### config.mk
export PLATFORM = sky130hd
export DESIGN_NAME = wreg_ctx_file
export DESIGN_NICKNAME = d
export VERILOG_FILES = /design/src/verilog/ctx_return_stack.v /design/src/verilog/wreg_ctx_file.v
export VERILOG_INCLUDE_DIRS = /design/src /design/src/verilog
export SDC_FILE = /design/constraint.sdc
export NUM_CORES = 2
export LEC_CHECK = 0
export ABC_CLOCK_PERIOD_IN_PS = 9700
export BUFFER_PORTS_ARGS = -buffer_cell sky130_fd_sc_hd__buf_2
export CAP_MARGIN = 20
export CELL_PAD_IN_SITES_DETAIL_PLACEMENT = 0
export CELL_PAD_IN_SITES_GLOBAL_PLACEMENT = 1
export CORE_UTILIZATION = 50
export CTS_CLUSTER_SIZE = 10
export DETAILED_ROUTE_END_ITERATION = 16
export GPL_ROUTABILITY_DRIVEN = 0
export PLACE_DENSITY_LB_ADDON = 0.1
export SLEW_MARGIN = 20
export SYNTH_ARGS = -nofsm -noshare
export SYNTH_HDL_FRONTEND = slang
export SYNTH_SLANG_ARGS = --single-unit
export TNS_END_PERCENT = 20
### constraint.sdc
create_clock -name pclk -period 9.7 [get_ports pclk]
set_input_delay 0.97 -clock pclk [delete_from_list [all_inputs] [get_ports pclk]]
set_output_delay 0.97 -clock pclk [all_outputs]
set_load 0.02 [all_outputs]
### src/verilog/wreg_ctx_defs.vh
// constants for the working register file with alternate context sets
// assumes inclusion by bare name from each design file
`ifndef WREG_CTX_DEFS_VH
`define WREG_CTX_DEFS_VH

// ----------------------------------------------------------------
// apb register map (byte addresses)
// ----------------------------------------------------------------
`define ADDR_CONFIG_WORD 12'h000
`define ADDR_STATUS 12'h004
`define ADDR_PC 12'h008
`define ADDR_CONTROL 12'h00c
`define ADDR_EXEC_STATUS 12'h010
`define ADDR_WREG_BASE 12'h040
`define ADDR_WREG_TOP 12'h07c

// ----------------------------------------------------------------
// field layout and reset values
// ----------------------------------------------------------------
`define BIND_W 3
`define BIND0_LSB 0
`define BIND1_LSB 4
`define BIND2_LSB 8
`define BIND3_LSB 12
`define CFG_RESET 16'h0000
`define STAT_ACTIVE_LSB 0
`define STAT_MANUAL_LSB 8
`define PC_W 23
`define PC_RESET 23'h000000
`define INSTR_W 24
`define DATA_W 16
`define NUM_WREG 16
`define NUM_SHADOW 15
`define NUM_SETS 5
`define SP_INDEX 4'hf
`define SET_PRIMARY 3'h0
`define SP_RESET 16'h1000
`define CTX_DEPTH 8

// ----------------------------------------------------------------
// opcode classes (top byte, or top nibble for families, of the instruction word)
// ----------------------------------------------------------------
`define OPC_SWAP 8'hfe
`define OPC_LOOP 8'h08
`define OPC_REPEAT 8'h09
`define OPC_BRANCH_HI4 4'h3
`define OPC_DMOVE 8'hbe
`define OPC_TABLE_HI4 4'hb
`define STALL_BRANCH 2'h1
`define STALL_DMOVE 2'h1
`define STALL_TABLE 2'h2

`endif

### src/verilog/ctx_return_stack.v
// small stack of register set indexes saved on automatic set switches
// assumes pushes and pops never arrive in the same cycle
`timescale 1ns/1ps
`include "wreg_ctx_defs.vh"

module ctx_return_stack (
    // clock and reset
    input wire pclk,
    input wire presetn,
    // stack operations
    input wire push,
    input wire pop,
    input wire [2:0] push_val,
    output wire [2:0] top_val,
    output wire empty
);

reg [2:0] mem_q [0:7];
reg [3:0] cnt_q;
wire [2:0] wr_idx;
wire [2:0] rd_idx;
genvar g;

assign wr_idx = cnt_q[2:0];
assign rd_idx = cnt_q[2:0] - 3'h1;
assign top_val = mem_q[rd_idx];
assign empty = (cnt_q == 4'h0);

// ----------------------------------------------------------------
// storage, one flip-flop group per entry
// ----------------------------------------------------------------
generate
    for (g = 0; g < `CTX_DEPTH; g = g + 1) begin : g_ent
        always @(posedge pclk or negedge presetn) begin
            if (!presetn) begin
                mem_q[g] <= `SET_PRIMARY;
            end else if (push && wr_idx == g && cnt_q != 4'h8) begin
                mem_q[g] <= push_val;
            end
        end
    end
endgenerate

// depth counter; overflow drops the push rather than wrapping
always @(posedge pclk or negedge presetn) begin
    if (!presetn) begin
        cnt_q <= 4'h0;
    end else if (push && cnt_q != 4'h8) begin
        cnt_q <= cnt_q + 4'h1;
    end else if (pop && !empty) begin
        cnt_q <= cnt_q - 4'h1;
    end
end

endmodule // ctx_return_stack

### src/verilog/wreg_ctx_file.v
// working register file with four alternate context sets and a pc
// assumes a pipeline drives read/write ports and an apb master for config
`timescale 1ns/1ps
`include "wreg_ctx_defs.vh"

module wreg_ctx_file (
    // clock and reset
    input wire pclk,
    input wire presetn,
    // apb slave
    input wire psel,
    input wire penable,
    input wire pwrite,
    input wire [11:0] paddr,
    input wire [31:0] pwdata,
    output reg [31:0] prdata,
    output reg pready,
    output reg pslverr,
    // pipeline register access
    input wire [3:0] rd_a_idx,
    input wire [3:0] rd_b_idx,
    input wire wr_en,
    input wire [3:0] wr_idx,
    input wire [15:0] wr_data,
    output reg [15:0] rd_a_data,
    output reg [15:0] rd_b_data,
    // instruction stream
    input wire instr_valid,
    input wire [23:0] instr_word,
    input wire branch_en,
    input wire [22:0] branch_target,
    input wire [15:0] loop_count,
    output reg [22:0] prog_addr,
    output reg stall,
    output reg prog_data_read,
    // interrupt controller
    input wire irq_take,
    input wire [2:0] irq_level,
    input wire irq_return,
    output reg [2:0] active_set_index,
    output reg [2:0] last_manual_set_index
);

// ----------------------------------------------------------------
// state
// ----------------------------------------------------------------
reg [15:0] sets_q [0:74];
reg [15:0] stack_ptr_q;
reg [15:0] alt_set_config_word_q;
reg [2:0] act_q;
reg [2:0] man_q;
reg [22:0] pc_q;
reg [1:0] stall_cnt_q;
reg [15:0] rep_cnt_q;
reg [22:0] loop_start_q;
reg loop_act_q;
reg [22:0] saved_pc_q;
reg int_nest_q;
reg [2:0] bind_hit;
reg bind_found;
reg [31:0] rdata_d;
reg rd_err_d;
wire [2:0] stk_top;
wire stk_empty;
wire [7:0] opc;
wire is_swap;
wire is_loop;
wire is_repeat;
wire is_branch;
wire is_dmove;
wire is_table;
wire apb_setup;
wire apb_wr;
wire wreg_hit;
wire [3:0] apb_widx;
wire auto_switch;
wire [2:0] next_set;

assign apb_setup = psel && !penable;
assign apb_wr = psel && penable && pready && pwrite;
assign wreg_hit = paddr >= `ADDR_WREG_BASE && paddr <= `ADDR_WREG_TOP;
assign apb_widx = paddr[5:2];

// variable-length opcode: top byte, or top nibble for families
assign opc = instr_word[23:16];
assign is_swap = instr_valid && opc == `OPC_SWAP;
assign is_loop = instr_valid && opc == `OPC_LOOP;
assign is_repeat = instr_valid && opc == `OPC_REPEAT;
assign is_dmove = instr_valid && opc == `OPC_DMOVE;
assign is_branch = instr_valid && opc[7:4] == `OPC_BRANCH_HI4;
assign is_table = instr_valid && !is_dmove && opc[7:4] == `OPC_TABLE_HI4;

// ----------------------------------------------------------------
// level binding lookup
// ----------------------------------------------------------------
// level zero never binds, so an all-zero config leaves the primary set
always @* begin
    bind_hit = `SET_PRIMARY;
    bind_found = 1'b0;
    if (irq_level != 3'h0) begin
        if (alt_set_config_word_q[`BIND3_LSB +: `BIND_W] == irq_level) begin
            bind_hit = 3'h4;
            bind_found = 1'b1;
        end
        if (alt_set_config_word_q[`BIND2_LSB +: `BIND_W] == irq_level) begin
            bind_hit = 3'h3;
            bind_found = 1'b1;
        end
        if (alt_set_config_word_q[`BIND1_LSB +: `BIND_W] == irq_level) begin
            bind_hit = 3'h2;
            bind_found = 1'b1;
        end
        if (alt_set_config_word_q[`BIND0_LSB +: `BIND_W] == irq_level) begin
            bind_hit = 3'h1;
            bind_found = 1'b1;
        end
    end
end

assign auto_switch = irq_take && bind_found;

ctx_return_stack u_stack (
    .pclk(pclk),
    .presetn(presetn),
    .push(auto_switch),
    .pop(irq_return && !irq_take),
    .push_val(act_q),
    .top_val(stk_top),
    .empty(stk_empty)
);

// priority: interrupt entry, then return, then swap instruction
assign next_set = auto_switch ? bind_hit :
    (irq_return && !stk_empty) ? stk_top :
    (is_swap && instr_word[2:0] < 3'h5) ? instr_word[2:0] : act_q;

// ----------------------------------------------------------------
// context selection and status
// ----------------------------------------------------------------
always @(posedge pclk or negedge presetn) begin
    if (!presetn) begin
        act_q <= `SET_PRIMARY;
        man_q <= `SET_PRIMARY;
        active_set_index <= `SET_PRIMARY;
        last_manual_set_index <= `SET_PRIMARY;
    end else begin
        act_q <= next_set;
        active_set_index <= next_set;
        if (!auto_switch && !irq_return && is_swap && instr_word[2:0] < 3'h5) begin
            man_q <= instr_word[2:0];
            last_manual_set_index <= instr_word[2:0];
        end
    end
end

// ----------------------------------------------------------------
// register storage
// ----------------------------------------------------------------
// each set keeps its own flops, nothing is copied on a switch
genvar g;
generate
    for (g = 0; g < 75; g = g + 1) begin : g_reg
        always @(posedge pclk or negedge presetn) begin
            if (!presetn) begin
                sets_q[g] <= 16'h0000;
            end else if (wr_en && wr_idx != `SP_INDEX && act_q * 15 + wr_idx == g) begin
                sets_q[g] <= wr_data;
            end else if (apb_wr && wreg_hit && apb_widx != `SP_INDEX &&
                         act_q * 15 + apb_widx == g) begin
                sets_q[g] <= pwdata[15:0];
            end
        end
    end
endgenerate

// one stack pointer shared by every set
always @(posedge pclk or negedge presetn) begin
    if (!presetn) begin
        stack_ptr_q <= `SP_RESET;
    end else if (wr_en && wr_idx == `SP_INDEX) begin
        stack_ptr_q <= wr_data;
    end else if (apb_wr && wreg_hit && apb_widx == `SP_INDEX) begin
        stack_ptr_q <= pwdata[15:0];
    end
end

// registered operand reads, write-through not provided
always @(posedge pclk or negedge presetn) begin
    if (!presetn) begin
        rd_a_data <= 16'h0000;
        rd_b_data <= 16'h0000;
    end else begin
        rd_a_data <= (rd_a_idx == `SP_INDEX) ? stack_ptr_q :
            sets_q[act_q * 15 + rd_a_idx];
        rd_b_data <= (rd_b_idx == `SP_INDEX) ? stack_ptr_q :
            sets_q[act_q * 15 + rd_b_idx];
    end
end

// ----------------------------------------------------------------
// program counter, stalls and hardware loops
// ----------------------------------------------------------------
always @(posedge pclk or negedge presetn) begin
    if (!presetn) begin
        pc_q <= `PC_RESET;
        prog_addr <= `PC_RESET;
        stall <= 1'b0;
        stall_cnt_q <= 2'h0;
        prog_data_read <= 1'b0;
        rep_cnt_q <= 16'h0000;
        loop_start_q <= `PC_RESET;
        loop_act_q <= 1'b0;
        saved_pc_q <= `PC_RESET;
        int_nest_q <= 1'b0;
    end else begin
        prog_data_read <= is_table || is_dmove;
        if (irq_take) begin
            // loop state stays put so the loop resumes on return
            saved_pc_q <= pc_q;
            int_nest_q <= 1'b1;
            stall <= 1'b0;
            stall_cnt_q <= 2'h0;
        end else if (irq_return && int_nest_q) begin
            pc_q <= saved_pc_q;
            prog_addr <= saved_pc_q;
            int_nest_q <= 1'b0;
        end else if (stall_cnt_q != 2'h0) begin
            stall_cnt_q <= stall_cnt_q - 2'h1;
            stall <= stall_cnt_q != 2'h1;
        end else if (branch_en && is_branch) begin
            pc_q <= branch_target;
            prog_addr <= branch_target;
            stall_cnt_q <= `STALL_BRANCH;
            stall <= 1'b1;
        end else if (is_dmove || is_table) begin
            stall_cnt_q <= is_table ? `STALL_TABLE : `STALL_DMOVE;
            stall <= 1'b1;
            pc_q <= pc_q + 23'h000001;
            prog_addr <= pc_q + 23'h000001;
        end else if (is_repeat) begin
            rep_cnt_q <= loop_count;
        end else if (rep_cnt_q != 16'h0000) begin
            rep_cnt_q <= rep_cnt_q - 16'h0001; // pc held, no gap cycle
        end else if (is_loop) begin
            loop_start_q <= pc_q + 23'h000001;
            loop_act_q <= loop_count != 16'h0000;
            rep_cnt_q <= 16'h0000;
            pc_q <= pc_q + 23'h000001;
            prog_addr <= pc_q + 23'h000001;
        end else if (loop_act_q && instr_word[15:0] == 16'h0000 && instr_valid) begin
            // zero-overhead jump back to loop top
            pc_q <= loop_start_q;
            prog_addr <= loop_start_q;
            loop_act_q <= 1'b0;
        end else begin
            pc_q <= pc_q + 23'h000001;
            prog_addr <= pc_q + 23'h000001;
        end
    end
end

// ----------------------------------------------------------------
// apb read mux and answer
// ----------------------------------------------------------------
always @* begin
    rdata_d = 32'h00000000;
    rd_err_d = 1'b0;
    case (paddr)
        `ADDR_CONFIG_WORD: rdata_d = {16'h0000, alt_set_config_word_q};
        `ADDR_STATUS: rdata_d = {21'h000000, man_q, 5'h00, act_q};
        `ADDR_PC: rdata_d = {9'h000, pc_q};
        `ADDR_CONTROL: rdata_d = {16'h0000, rep_cnt_q};
        `ADDR_EXEC_STATUS: rdata_d = {29'h00000000, int_nest_q, loop_act_q, stall};
        default: begin
            if (wreg_hit) begin
                rdata_d = {16'h0000, (apb_widx == `SP_INDEX) ? stack_ptr_q :
                    sets_q[act_q * 15 + apb_widx]};
            end else begin
                rd_err_d = 1'b1;
            end
        end
    endcase
end

// no wait state: setup, then pready in the first access cycle
always @(posedge pclk or negedge presetn) begin
    if (!presetn) begin
        prdata <= 32'h00000000;
        pready <= 1'b0;
        pslverr <= 1'b0;
        alt_set_config_word_q <= `CFG_RESET;
    end else begin
        pready <= apb_setup;
        if (apb_setup) begin
            prdata <= pwrite ? 32'h00000000 : rdata_d;
            pslverr <= rd_err_d || (pwrite && paddr != `ADDR_CONFIG_WORD && !wreg_hit);
        end else begin
            pslverr <= 1'b0;
        end
        if (apb_wr && paddr == `ADDR_CONFIG_WORD) begin
            alt_set_config_word_q <= pwdata[15:0] & 16'h7777;
        end
    end
end

endmodule // wreg_ctx_file

==> results.toml <==
[outcome]
status = "finished clean"

[critical_path]
start_kind = "flop"
path_buf_inv = 5
slowest_delay_ps = 990
crit_slowest_cell = "nand2_1"
critPathKind = "flop to flop"
path_cells = "inv_1, fa_1, inv_1, ha_1, inv_1, fa_1, inv_1, ha_1, o22ai_1, xnor2_4, buf_4, and3_1, nand2_1, nand2_1, a31oi_1"
worstPathArrival_ps = 7960
cp_top_family = "simple AND/OR/NAND/NOR gates"
path_max_fanout = 20
reg2reg_slack_ps = 2430
cp_common_cell = "inv_1"
worstSetupEndpointType = "flop"
worstPathRequired_ps = 10390

[timing]
period_share = 0.749
worstMarginPinSlew_ps = 1360
relSlewSlack = 0.0850
grt_setup_unrepaired = "false"
slew_violations = 0
final_hold_viol_count = 0
fmax_mhz = 138
skew_ps = 29.0
setup_viol = 0
fin_setup_tns_ps = 0
min_period_ps = 7270

[synthesis]
synth.avg_cell_area_um2 = 10.3
synthArstFlopShare = 1.00
postSynthCellCount = 9410
synth.distinct_cells = 82
synth_enable_flop_cells = 0
yosysSeqAreaShare = 0.365
ys_warn_count = 0
synth_flop_cell = "dfrtp_1"
ys_seq_elements = 1410
synth_area_mm2 = 0.0967

[grt]
overflow = 0
grt_pass1_vias = 78299
grt_max_degree = 151
grt_pass1_wl_um = 593000
antenna_found_initial = 38
grt_usage = 0.425

[floorplanning]
start_util = 0.503
core_mm2 = 0.192
die_area_mm2 = 0.195
die_w_um = 442
dieHeight_um = 442
num_rows = 161
ioPinCount = 245

[detailed_routing]
drt_pass1_iterations = 9
totalWireLength_um = 417000
ant_nets = 0
route.detailed.drc = 0
drt-wirelength-per-cell_um = 35.8
via_per_inst = 7.06
vias = 82365
initialDrtViolationCount = 11969

[place]
hpwlAfterDp_um = 260000
portBuffers = 219

[clocking]
cts_setup_buffers = 0
cts_tree = "yes"
cts_sinks = 1410
clk_latency_ps = 850
cts-buffers-inserted = 174
clkTransAtPathRegs_ps = 50
clock_path_buffers = 3
cts.repair.resized = 0
htree_num_levels = 4
ctsHoldBuffers = 0
clockRootBuffer = "clkbuf_16"

[layout]
area_growth_pct = 8.24
fill_cells = 16721
nets = 9184
final_layout_size_suffix_gt1_frac = 0.217

[hold_path]
min_path_type = "input pin to asynchronous set/reset pin"

[flow_run]
maxCapViolations = 0
==> layout make-up <==
| type | instances | area, um2 | area share |
|---|---|---|---|
| sequential | 1410 | 35300 | 0.337 |
| inverter | 34 | 128 | 0.00122 |
| multi-input combinational | 6928 | 57500 | 0.549 |
| timing repair buffer | 449 | 3260 | 0.0312 |
| antenna | 28 | 70.1 | 0.000669 |
| tap | 2526 | 3160 | 0.0302 |
| clock buffer | 262 | 5040 | 0.0481 |
| clock inverter | 25 | 283 | 0.00270 |
==> routing by layer <==
| metal | GRT usage | wire (um) |
|---|---|---|
| met1 | 0.549 | 150000 |
| met3 | 0.146 | 55400 |
| met4 | 0.251 | 28200 |
| met5 | 0.00122 | 145 |
| met2 | 0.620 | 183000 |
==> worst paths after layout <==
kind	start	to	cells past startpoint
max in group asynchronous	presetn	sets_q[1125]	3
worst min-delay path	presetn	sets_q[798]	1
min in group pclk	branch_target[18]	pc_q[18]	3
worst max register to register	act_q[2]	sets_q[486]	15
worst min register to register	loop_start_q[14]	loop_start_q[14]	2
worst max-delay path	act_q[2]	sets_q[486]	15
==> cell families after synthesis <==
logic type	count (synthesis)	share of synthesized area
adders and majority gates	40	0.00577
buffers and inverters	1080	0.0463
muxes	1956	0.339
other	1	0.0000388
AOI/OAI and AO/OA	1791	0.108
DFF	1410	0.365
and+or+nand+nor	3069	0.130
xor gates and xnor gates	63	0.00636
==> flip-flops by register name (all words and copies together), names as in the netlist, 2 cells and up <==
name and flops:
alt_set_config_word_q 12, rd_a_data 16, rd_b_data 16, loop_start_q 23, rep_cnt_q 16, stall_cnt_q 2, prdata 23, stack_ptr_q 16
saved_pc_q 23, u_stack.mem_q 24, u_stack.cnt_q 4, pc_q 23, act_q 3, man_q 3, sets_q 1200
==> cells in the mapped netlist, types with 31 or more instances <==
cell type	count	area [um2]
nand2_1	1581	5930
dfrtp_1	1409	35300
nor2_1	1074	4030
mux4_2	1050	23600
mux2i_1	841	8420
clkbuf_1	757	2840
a31oi_1	523	3270
a21oi_1	500	2500
o21ai_0	396	1980
buf_2	142	711
nand3_1	122	611
o21ai_1	108	541
buf_1	90	338
mux2_2	64	721
buf_4	48	360
o211ai_1	46	345
a221o_1	45	450
o22ai_1	42	263
nand4_1	37	231
inv_1	33	124
nor3_1	33	165
ha_1	31	388
==> per-stage QoR <==
stage                     instances  area [um2]  utilization  setup WS (ps)  hold WS, ps
after detailed placement      11344       99200        0.516           2650          471
final                         11662      105000        0.544           2430          144
after floorplan                9418       96800            -           4890          445
after global placement        11344       99200        0.516           2790          458
after CTS                     11631      105000        0.543           2610          170
after global routing          11656      105000        0.544           2250          190
==> cell usage in the layout (no fill, tap or decap), drive strengths merged, types with 64 or more instances in the layout <==
cell type,instances
a31oi,523
buf,448
nand3,125
mux4,1050
a21oi,500
nor2,1127
o21ai,505
dfrtp,1409
mux2,64
mux2i,842
clkbuf,263
nand2,1597
Power is left out: the tool's default activity adds up to more than one toggle a clock period on the data nets, which glitch-free logic cannot reach.
